**config.mk**
```make
export PLATFORM = sky130hd
export DESIGN_NAME = bit_logic_branch_exec
export DESIGN_NICKNAME = d
export VERILOG_FILES = /design/src/shared/bit_branch_pkg.sv /design/src/core/bit_logic_branch_exec.sv
export SDC_FILE = /design/constraint.sdc
export NUM_CORES = 1
export LEC_CHECK = 0
export ABC_CLOCK_PERIOD_IN_PS = 7000
export BUFFER_PORTS_ARGS = -buffer_cell sky130_fd_sc_hd__buf_2
export CAP_MARGIN = 10
export CORE_UTILIZATION = 55
export CTS_BUF_LIST = sky130_fd_sc_hd__clkbuf_4 sky130_fd_sc_hd__clkbuf_8 sky130_fd_sc_hd__clkbuf_16
export CTS_CLUSTER_DIAMETER = 30
export DETAILED_ROUTE_END_ITERATION = 10
export PLACE_DENSITY = 0.73
export REMOVE_ABC_BUFFERS = 1
export SLEW_MARGIN = 20
export SYNTH_ARGS = -nofsm -noshare
export SYNTH_HDL_FRONTEND = slang
export SYNTH_SLANG_ARGS = --single-unit
export TNS_END_PERCENT = 5
```
**constraint.sdc**
```tcl
create_clock -name CLOCK -period 7 [get_ports CLOCK]
set_clock_uncertainty 0.1 [all_clocks]
set_input_delay 0.7 -clock CLOCK [delete_from_list [all_inputs] [get_ports CLOCK]]
set_output_delay 0.7 -clock CLOCK [all_outputs]
set_load 0.03 [all_outputs]
```
**src/shared/bit_branch_pkg.sv**
```systemverilog
// Package with opcodes, register map, field positions and types of the unit.
`default_nettype none
package bit_branch_pkg;
	// ----------------------------------------------------------------
	// Opcodes handled by the unit.
	// ----------------------------------------------------------------
	localparam logic [7:0] OP_STATUS_WORD_CLEAR = 8'hB9;
	localparam logic [7:0] OP_STATUS_WORD_SET = 8'hB8;
	localparam logic [7:0] OP_OR_BYTE_TWO = 8'h88;
	localparam logic [7:0] OP_OR_BYTE_THREE = 8'h89;
	localparam logic [7:0] OP_OR_WORD_TWO = 8'hA8;
	localparam logic [7:0] OP_OR_WORD_THREE = 8'hA9;
	localparam logic [7:0] OP_OR_LONG_TWO = 8'hC8;
	localparam logic [7:0] OP_OR_LONG_THREE = 8'hC9;
	localparam logic [7:0] OP_TEST_MASK_BYTE = 8'h93;
	localparam logic [7:0] OP_TEST_MASK_WORD = 8'hB3;
	localparam logic [7:0] OP_TEST_MASK_LONG = 8'hD3;
	localparam logic [7:0] OP_JUMP_SHORT_DISP = 8'h11;
	localparam logic [7:0] OP_JUMP_WORD_DISP = 8'h31;
	localparam logic [7:0] OP_BRANCH_NOT_EQUAL = 8'h12;
	localparam logic [7:0] OP_BRANCH_EQUAL = 8'h13;
	localparam logic [7:0] OP_BRANCH_GREATER_SIGNED = 8'h14;
	localparam logic [7:0] OP_BRANCH_LESS_EQ_SIGNED = 8'h15;
	localparam logic [7:0] OP_BRANCH_GREATER_EQ_SIGNED = 8'h18;
	localparam logic [7:0] OP_BRANCH_LESS_SIGNED = 8'h19;
	localparam logic [7:0] OP_BRANCH_GREATER_UNSIGNED = 8'h1A;
	localparam logic [7:0] OP_BRANCH_LESS_EQ_UNSIGNED = 8'h1B;
	localparam logic [7:0] OP_BRANCH_NO_OVERFLOW = 8'h1C;
	localparam logic [7:0] OP_BRANCH_ON_OVERFLOW = 8'h1D;
	localparam logic [7:0] OP_BRANCH_NO_CARRY = 8'h1E;
	localparam logic [7:0] OP_BRANCH_ON_CARRY = 8'h1F;
	// Bit branches occupy E0 to E7; E6 and E7 are the locked forms.
	localparam logic [4:0] OP_BIT_GROUP = 5'h1C;
	localparam logic [7:0] OP_LOCKED_ONE_THEN_SET = 8'hE6;
	localparam logic [7:0] OP_LOCKED_ZERO_THEN_CLEAR = 8'hE7;
	localparam logic [7:0] OP_BRANCH_IF_BIT_ONE = 8'hE0;
	localparam logic [7:0] OP_BRANCH_IF_BIT_ZERO = 8'hE1;
	// Operand width codes in opcode bits 7:5.
	localparam logic [2:0] WID_BYTE = 3'h4;
	localparam logic [2:0] WID_WORD = 3'h5;
	// ----------------------------------------------------------------
	// Register byte offsets on the bus.
	// ----------------------------------------------------------------
	localparam logic [7:0] REG_CTRL = 8'h00;
	localparam logic [7:0] REG_MASK = 8'h04;
	localparam logic [7:0] REG_SRC = 8'h08;
	localparam logic [7:0] REG_DST = 8'h0C;
	localparam logic [7:0] REG_PC = 8'h10;
	localparam logic [7:0] REG_STATUS_WORD = 8'h14;
	localparam logic [7:0] REG_DISP = 8'h18;
	localparam logic [7:0] REG_POS = 8'h1C;
	localparam logic [7:0] REG_BASE = 8'h20;
	localparam logic [7:0] REG_STATUS = 8'h24;
	// Control fields and status flag positions.
	localparam int CTRL_START = 8;
	localparam int CTRL_BASE_IN_MEM = 9;
	localparam int FLAG_C = 0;
	localparam int FLAG_V = 1;
	localparam int FLAG_Z = 2;
	localparam int FLAG_N = 3;
	localparam logic [31:0] STATUS_WORD_RESET = 32'h0000_0000;
	localparam logic [31:0] LOW_HALF = 32'h0000_FFFF;
	localparam logic [31:0] LOW_BYTE = 32'h0000_00FF;
	// ----------------------------------------------------------------
	// Types.
	// ----------------------------------------------------------------
	typedef struct packed {
		logic valid;
		logic write;
		logic lock;
		logic [31:0] addr;
		logic [7:0] wdata;
	} mem_req_t;
	typedef enum logic [1:0] {ST_IDLE, ST_READ, ST_WRITE} exec_state_t;
endpackage : bit_branch_pkg
`default_nettype wire

```
**src/core/bit_logic_branch_exec.sv**
```systemverilog
// Execution unit for bit set, bit test, status word and branch instructions.
//
// How it works
// - status clear ANDs word with inverted low half of mask
// - status set ORs word with low half of mask
// - two-operand OR stores into destination
// - three-operand OR writes source-or-mask to destination
// - bit test ANDs, changes only flags
// - unconditional jumps add sign-extended displacement
// - bit branch taken when bit matches state
// - memory bit read and write stay locked for locked forms only
// - locked forms branch, then set or clear
// - plain modify forms write encoded new state
// - not-equal/equal branch on zero flag
// - signed greater/less-equal use negative or zero
// - signed greater-equal/less use negative flag
// - unsigned greater/less-equal use carry or zero
// - overflow branches use overflow flag
// - carry branches use carry flag
// - conditional branch adds displacement only if true
`default_nettype none
module bit_logic_branch_exec import bit_branch_pkg::*; (
	input wire logic CLOCK,
	input wire logic RSTN,
	input wire logic PSEL,
	input wire logic PENABLE,
	input wire logic PWRITE,
	input wire logic [7:0] PADDR,
	input wire logic [31:0] PWDATA,
	output logic [31:0] PRDATA,
	output logic PREADY,
	output logic PSLVERR,
	output mem_req_t MEM_REQ,
	input wire logic MEM_ACK,
	input wire logic [7:0] MEM_RDATA
);
	// ----------------------------------------------------------------
	// State and software-visible registers.
	// ----------------------------------------------------------------
	logic [7:0] opcode_q; // Opcode of the current instruction.
	logic mem_mode_q; // Bit operand lies in memory, not in BASE.
	logic [31:0] mask_q; // Mask operand.
	logic [31:0] src_q; // Source operand.
	logic [31:0] dst_q; // Destination operand, written back.
	logic [31:0] pc_q; // Program counter.
	logic [31:0] status_word_q; // Processor status word with flags.
	logic [15:0] disp_q; // Branch displacement.
	logic [31:0] pos_q; // Bit position operand.
	logic [31:0] base_q; // Bit base: register value or address.
	logic taken_q; // Last instruction took its branch.
	exec_state_t state_q; // Sequencer state.
	mem_req_t mem_q; // Memory request driven to the port.
	logic pready_q;
	logic pslverr_q;
	logic [31:0] prdata_q;

	// ----------------------------------------------------------------
	// Bus decode.
	// ----------------------------------------------------------------
	wire logic access = PSEL & PENABLE;
	wire logic wr_done = access & pready_q & PWRITE;
	wire logic hit_ctrl = PADDR == REG_CTRL;
	wire logic mapped = hit_ctrl | (PADDR == REG_MASK) | (PADDR == REG_SRC)
		| (PADDR == REG_DST) | (PADDR == REG_PC)
		| (PADDR == REG_STATUS_WORD)
		| (PADDR == REG_DISP) | (PADDR == REG_POS) | (PADDR == REG_BASE)
		| (PADDR == REG_STATUS);
	wire logic busy = state_q != ST_IDLE;
	wire logic start = wr_done & hit_ctrl & PWDATA[CTRL_START] & ~busy;
	// Operand registers are frozen while a memory sequence runs.
	wire logic wr_ok = wr_done & ~busy;

	// ----------------------------------------------------------------
	// Instruction decode.
	// ----------------------------------------------------------------
	wire logic [2:0] wid = opcode_q[7:5];
	wire logic [31:0] wmask = (wid == WID_BYTE) ? LOW_BYTE :
		(wid == WID_WORD) ? LOW_HALF : '1;
	wire logic is_or2 = (opcode_q == OP_OR_BYTE_TWO)
		| (opcode_q == OP_OR_WORD_TWO) | (opcode_q == OP_OR_LONG_TWO);
	wire logic is_or3 = (opcode_q == OP_OR_BYTE_THREE)
		| (opcode_q == OP_OR_WORD_THREE) | (opcode_q == OP_OR_LONG_THREE);
	wire logic is_test = (opcode_q == OP_TEST_MASK_BYTE)
		| (opcode_q == OP_TEST_MASK_WORD) | (opcode_q == OP_TEST_MASK_LONG);
	wire logic is_bit = opcode_q[7:3] == OP_BIT_GROUP;
	wire logic is_locked = (opcode_q == OP_LOCKED_ONE_THEN_SET)
		| (opcode_q == OP_LOCKED_ZERO_THEN_CLEAR);
	// Plain test forms leave the bit alone; all others rewrite it.
	wire logic bit_modifies = is_bit & (opcode_q != OP_BRANCH_IF_BIT_ONE)
		& (opcode_q != OP_BRANCH_IF_BIT_ZERO);
	// Odd opcodes test for zero, even ones for one.
	wire logic test_state = ~opcode_q[0];
	// E2, E3 and E6 set the bit; E4, E5 and E7 clear it.
	wire logic new_state = (opcode_q == OP_LOCKED_ONE_THEN_SET)
		| (opcode_q[2:1] == 2'h1);

	// ----------------------------------------------------------------
	// Flag conditions and branch targets.
	// ----------------------------------------------------------------
	wire logic fc = status_word_q[FLAG_C];
	wire logic fv = status_word_q[FLAG_V];
	wire logic fz = status_word_q[FLAG_Z];
	wire logic fn = status_word_q[FLAG_N];
	logic cond_true; // Condition of a flag branch holds.
	logic is_cond; // Opcode is a flag branch.
	wire logic [31:0] disp_b = {{24{disp_q[7]}}, disp_q[7:0]};
	wire logic [31:0] disp_w = {{16{disp_q[15]}}, disp_q};
	wire logic [31:0] pc_byte = pc_q + disp_b;
	wire logic [31:0] pc_word = pc_q + disp_w;

	// Selects the flag test for each conditional branch opcode.
	always_comb begin
		is_cond = 1'b1;
		case (opcode_q)
			OP_BRANCH_NOT_EQUAL: cond_true = ~fz;
			OP_BRANCH_EQUAL: cond_true = fz;
			OP_BRANCH_GREATER_SIGNED: cond_true = ~(fn | fz);
			OP_BRANCH_LESS_EQ_SIGNED: cond_true = fn | fz;
			OP_BRANCH_GREATER_EQ_SIGNED: cond_true = ~fn;
			OP_BRANCH_LESS_SIGNED: cond_true = fn;
			OP_BRANCH_GREATER_UNSIGNED: cond_true = ~(fc | fz);
			OP_BRANCH_LESS_EQ_UNSIGNED: cond_true = fc | fz;
			OP_BRANCH_NO_OVERFLOW: cond_true = ~fv;
			OP_BRANCH_ON_OVERFLOW: cond_true = fv;
			OP_BRANCH_NO_CARRY: cond_true = ~fc;
			OP_BRANCH_ON_CARRY: cond_true = fc;
			default: begin
				cond_true = 1'b0;
				is_cond = 1'b0;
			end
		endcase
	end

	// ----------------------------------------------------------------
	// Data paths.
	// ----------------------------------------------------------------
	// OR result sized to the operand width; upper bits keep the old value.
	wire logic [31:0] or_in = is_or3 ? src_q : dst_q;
	wire logic [31:0] or_res = (dst_q & ~wmask)
		| ((mask_q | or_in) & wmask);
	wire logic [31:0] and_res = mask_q & src_q & wmask;
	wire logic and_msb = (wid == WID_BYTE) ? and_res[7] :
		(wid == WID_WORD) ? and_res[15] : and_res[31];
	// Register-held bit operand: position taken modulo the word size.
	wire logic [4:0] reg_idx = pos_q[4:0];
	wire logic reg_bit = base_q[reg_idx];
	logic [31:0] base_mod; // BASE with the tested bit rewritten.
	always_comb begin
		base_mod = base_q;
		base_mod[reg_idx] = new_state;
	end
	// Memory-held bit: byte address and bit index within that byte.
	wire logic [31:0] mem_addr = base_q + {{3{pos_q[31]}}, pos_q[31:3]};
	wire logic [2:0] mem_idx = pos_q[2:0];
	wire logic mem_bit = MEM_RDATA[mem_idx];
	logic [7:0] mem_mod; // Fetched byte with the tested bit rewritten.
	always_comb begin
		mem_mod = MEM_RDATA;
		mem_mod[mem_idx] = new_state;
	end
	wire logic mem_done = MEM_ACK & mem_q.valid;

	// Opcode about to be loaded, used to pick the path at start.
	wire logic is_bit_next = PWDATA[7:3] == OP_BIT_GROUP;
	wire logic is_locked_next = (PWDATA[7:0] == OP_LOCKED_ONE_THEN_SET)
		| (PWDATA[7:0] == OP_LOCKED_ZERO_THEN_CLEAR);
	// Register-only instructions execute the cycle after start.
	logic exec_q;
	always_ff @(posedge CLOCK or negedge RSTN) begin
		if (!RSTN) begin
			exec_q <= 1'b0;
		end else begin
			exec_q <= start & ~(PWDATA[CTRL_BASE_IN_MEM] & is_bit_next);
		end
	end
	wire logic exec_now = exec_q;
	wire logic jump = (opcode_q == OP_JUMP_SHORT_DISP)
		| (opcode_q == OP_JUMP_WORD_DISP);
	wire logic branch_now = jump | (is_cond & cond_true)
		| (is_bit & (reg_bit == test_state));
	wire logic mem_branch = (state_q == ST_READ) & mem_done
		& (mem_bit == test_state);

	// ----------------------------------------------------------------
	// Sequencer: executes on start, runs memory bit operations.
	// ----------------------------------------------------------------
	always_ff @(posedge CLOCK or negedge RSTN) begin
		if (!RSTN) begin
			state_q <= ST_IDLE;
			mem_q <= '0;
			taken_q <= 1'b0;
		end else begin
			case (state_q)
				ST_IDLE: begin
					if (start && PWDATA[CTRL_BASE_IN_MEM] && is_bit_next)
					begin
						// Read with the lock held for locked forms.
						mem_q <= '{valid: 1'b1, write: 1'b0,
							lock: is_locked_next, addr: mem_addr,
							wdata: '0};
						state_q <= ST_READ;
					end
				end
				ST_READ: begin
					if (mem_done) begin
						taken_q <= mem_bit == test_state;
						if (bit_modifies) begin
							// Write back; the lock stays held only for locked forms.
							mem_q.write <= 1'b1;
							mem_q.wdata <= mem_mod;
							state_q <= ST_WRITE;
						end else begin
							mem_q <= '0;
							state_q <= ST_IDLE;
						end
					end
				end
				ST_WRITE: begin
					if (mem_done) begin
						mem_q <= '0; // Lock released only here.
						state_q <= ST_IDLE;
					end
				end
				default: state_q <= ST_IDLE;
			endcase
			if (exec_now) begin
				taken_q <= branch_now;
			end
		end
	end

	// ----------------------------------------------------------------
	// Register file: bus writes and instruction results.
	// ----------------------------------------------------------------
	always_ff @(posedge CLOCK or negedge RSTN) begin
		if (!RSTN) begin
			opcode_q <= '0;
			mem_mode_q <= 1'b0;
			mask_q <= '0;
			src_q <= '0;
			dst_q <= '0;
			pc_q <= '0;
			status_word_q <= STATUS_WORD_RESET;
			disp_q <= '0;
			pos_q <= '0;
			base_q <= '0;
		end else if (exec_now) begin
			if (opcode_q == OP_STATUS_WORD_CLEAR) begin
				status_word_q <= status_word_q & ~(mask_q & LOW_HALF);
			end else if (opcode_q == OP_STATUS_WORD_SET) begin
				status_word_q <= status_word_q | (mask_q & LOW_HALF);
			end else if (is_or2 || is_or3) begin
				dst_q <= or_res;
			end else if (is_test) begin
				status_word_q[FLAG_Z] <= and_res == '0;
				status_word_q[FLAG_N] <= and_msb;
				status_word_q[FLAG_V] <= 1'b0;
			end
			if (opcode_q == OP_JUMP_WORD_DISP) begin
				pc_q <= pc_word;
			end else if (branch_now) begin
				pc_q <= pc_byte;
			end
			if (bit_modifies) begin
				base_q <= base_mod;
			end
		end else if (mem_branch) begin
			pc_q <= pc_byte;
		end else if (wr_ok) begin
			case (PADDR)
				REG_CTRL: begin
					opcode_q <= PWDATA[7:0];
					mem_mode_q <= PWDATA[CTRL_BASE_IN_MEM];
				end
				REG_MASK: mask_q <= PWDATA;
				REG_SRC: src_q <= PWDATA;
				REG_DST: dst_q <= PWDATA;
				REG_PC: pc_q <= PWDATA;
				REG_STATUS_WORD: status_word_q <= PWDATA;
				REG_DISP: disp_q <= PWDATA[15:0];
				REG_POS: pos_q <= PWDATA;
				REG_BASE: base_q <= PWDATA;
				default: ;
			endcase
		end
	end

	// ----------------------------------------------------------------
	// Bus slave: one wait state, read data captured before completion.
	// ----------------------------------------------------------------
	logic [31:0] rd_mux; // Read data for the addressed register.
	always_comb begin
		case (PADDR)
			REG_CTRL: rd_mux = {22'h0, mem_mode_q, 1'b0, opcode_q};
			REG_MASK: rd_mux = mask_q;
			REG_SRC: rd_mux = src_q;
			REG_DST: rd_mux = dst_q;
			REG_PC: rd_mux = pc_q;
			REG_STATUS_WORD: rd_mux = status_word_q;
			REG_DISP: rd_mux = {16'h0, disp_q};
			REG_POS: rd_mux = pos_q;
			REG_BASE: rd_mux = base_q;
			REG_STATUS: rd_mux = {30'h0, taken_q, busy};
			default: rd_mux = '0;
		endcase
	end

	// Answers every access on its second access cycle.
	always_ff @(posedge CLOCK or negedge RSTN) begin
		if (!RSTN) begin
			pready_q <= 1'b0;
			pslverr_q <= 1'b0;
			prdata_q <= '0;
		end else begin
			pready_q <= access & ~pready_q;
			pslverr_q <= access & ~pready_q & ~mapped;
			if (access && !pready_q && !PWRITE) begin
				prdata_q <= rd_mux;
			end
		end
	end

	assign PREADY = pready_q;
	assign PSLVERR = pslverr_q;
	assign PRDATA = prdata_q;
	assign MEM_REQ = mem_q;
endmodule : bit_logic_branch_exec
`default_nettype wire

```
==> results.json <==
{
  "status": "finished, final reports clean",
  "area_delta_synth_final_pct": 17.8,
  "die_area_um2": 38600,
  "synth-main-ff-cell": "dfrtp_1",
  "ys_seq_area_share_pct": 39.7,
  "worstPathArrival_ns": 4.96,
  "die_height_um": 197,
  "tightest_slew_ns": 1.16,
  "ctsLongestPathBuffers": 3,
  "crit_fanout": 63,
  "wl_per_cell_um": 24.9,
  "viasPerCell": 6.81,
  "post-route-min-period_ns": 4.65,
  "post_cts_buffers": 0,
  "numCtsBuffers": 75,
  "timing.fmax_mhz": 215,
  "first_pass_iters": 6,
  "start_util_pct": 56.3,
  "insertion_delay_ns": 0.58,
  "period_share_pct": 66.4,
  "clock_tree.htree_level_count": 3,
  "gp_congestion": 0.958,
  "maxCapViolCount": 0,
  "coreArea_um2": 37000,
  "multi_input_area_um2": 11900,
  "fin_area_um2": 24500,
  "finalSetupViolCount": 0,
  "synth_cell_types": 73,
  "criticalPathCategory": "register to register",
  "finish.net_count": 2498,
  "io_pins": 131,
  "grt_usage_pct": 37.4,
  "drive_gt1_share_pct": 20.0,
  "grt_pass1_vias": 19300,
  "power.static_leakage_nw": 11.9,
  "rsz0062_at_grt": "no",
  "grt_max_degree": 137,
  "dp_hpwl_um": 49500,
  "finalHoldViolations": 0,
  "synth_top_area_share_pct": 39.7,
  "synth_cells": 2250,
  "num_vias": 19900,
  "tns_ns": 0,
  "overflow": 0,
  "ys_top_cells_by_area": "dfrtp_1, mux2_2, ha_1, o21ai_0, nand2_1",
  "slew_violations": 0,
  "start_kind": "register",
  "hold_class": "input pin to asynchronous set/reset pin",
  "drcViolationCount": 0,
  "die_w_um": 197,
  "regArea_um2": 8260,
  "ir_drop_uv": 154,
  "root_buffer": "clkbuf_16",
  "crit_path_end_kind": "register",
  "drtAntennaViolNets": 0,
  "fp-row-count": 70,
  "cellPowerDensity_nw_per_um2": 246,
  "cts_resized": 0,
  "antenna_found_initial": 1,
  "grt_pass1_wl_um": 111000,
  "slew_headroom_pct": 22.5,
  "synth_most_common_cell": "dfrtp_1",
  "postCtsHoldBufs": 0,
  "synth_area_um2": 20800,
  "netlist.top_cell.by_area": "dfrtp_1",
  "routed_wl_um": 72600,
  "synth_common_cells": "dfrtp_1, nand2_1, nor2_1",
  "portBuffers": 130,
  "worst-endpoint-required_ns": 7.32,
  "drt_iter0_drc": 2658,
  "tritoncts": "built",
  "clkSinkCount": 330,
  "yosys_warnings": 0,
  "synth_edf_count": 0,
  "ys_ff_latch": 330,
  "num-fill-cells": 2983,
  "placed_area_um2": 21800,
  "clk_transition_reported_paths_ns": 0.05,
  "avgSynthCellArea_um2": 9.25,
  "async_flop_share_pct": 100
}
## kinds of logic (layout without fill, tap and decap cells)
logic type / after synthesis / after routing / share of synthesized area [%]
muxes: 170 / 170 / 9.68
adders and majority gates: 91 / 91 / 5.54
buffers and inverters: 166 / 330 / 3.22
other: 0 / 2 / 0
AOI/OAI and AO/OA: 811 / 811 / 25.9
DFF: 330 / 330 / 39.7
xor gates and xnor gates: 74 / 74 / 3.11
and+or+nand+nor: 608 / 608 / 12.9
## area by class of cell
cell class                 instances  share of cell area (%)
clock buffer                      95                    8.54
antenna                            2                  0.0204
sequential                       330                    33.7
tap                              504                    2.57
clock inverter                    43                    2.40
inverter                          34                   0.520
multi-input combinational       1754                    48.7
timing repair buffer             158                    3.60
## worst max-delay path, cell delays in order, from the launching register on
cell and delay [ns]:
dfrtp_1 0.82, mux2i_1 0.16, a211o_1 0.31, a21oi_1 0.40, mux2i_2 0.27, buf_4 0.28
nand2_2 0.27, nor3_4 0.47, a22o_2 1.01, mux2i_1 0.27, o21ai_0 0.10
## final timing paths
path                            slack [ns]           endpoint         from  depth (start not counted)
min in group CLOCK                    0.33         mask_q[29]   PWDATA[29]                          2
worst max register to register        2.35         base_q[31]     pos_q[1]                         10
worst min-delay path                  0.12  status_word_q[23]         RSTN                          1
worst min register to register        0.37        MEM_REQ[24]  MEM_REQ[24]                          2
max in group asynchronous             5.02           exec_now         RSTN                          2
worst max-delay path                  2.35         base_q[31]     pos_q[1]                         10
## through the flow
step | std cells | total power [mW] | setup WS (ns) | hold WS (ns) | utilization (%)
floorplan | 2118 | 2.17 | 2.21 | 0.304 | -
global placement | 2780 | 2.33 | 2.64 | 0.356 | 59.1
detailed placement | 2780 | 2.33 | 2.58 | 0.361 | 59.1
CTS | 2918 | 6.02 | 2.50 | 0.175 | 66.3
global route | 2919 | 6.15 | 2.07 | 0.225 | 66.3
finish | 2920 | 6.02 | 2.35 | 0.124 | 66.3
## layer usage
layer	routed length [um]	up-vias	track usage, %	share of wire (%)
met4	2990	0	16.1	4.1
met5	0	-	0	0
li1	-	8699	-	-
met3	8830	237	9.69	12
met2	32200	1262	58.2	44
met1	28600	9677	49.5	39
## cell usage in the layout, fill, tap and decap left out, types with 76 or more instances in the layout
cell / n
a21oi_1: 164
clkbuf_16: 76
ha_1: 89
o21ai_0: 176
mux2_2: 138
nand2_1: 220
nor2_1: 204
a31oi_1: 78
buf_2: 129
dfrtp_1: 329
## report_power, final
part	internal, mW	switching [mW]
Sequential	1.96	0.0417
Combinational	0.0875	0.227
Clock	2.56	1.15
No activity file was read; power rests on OpenSTA's default activity.
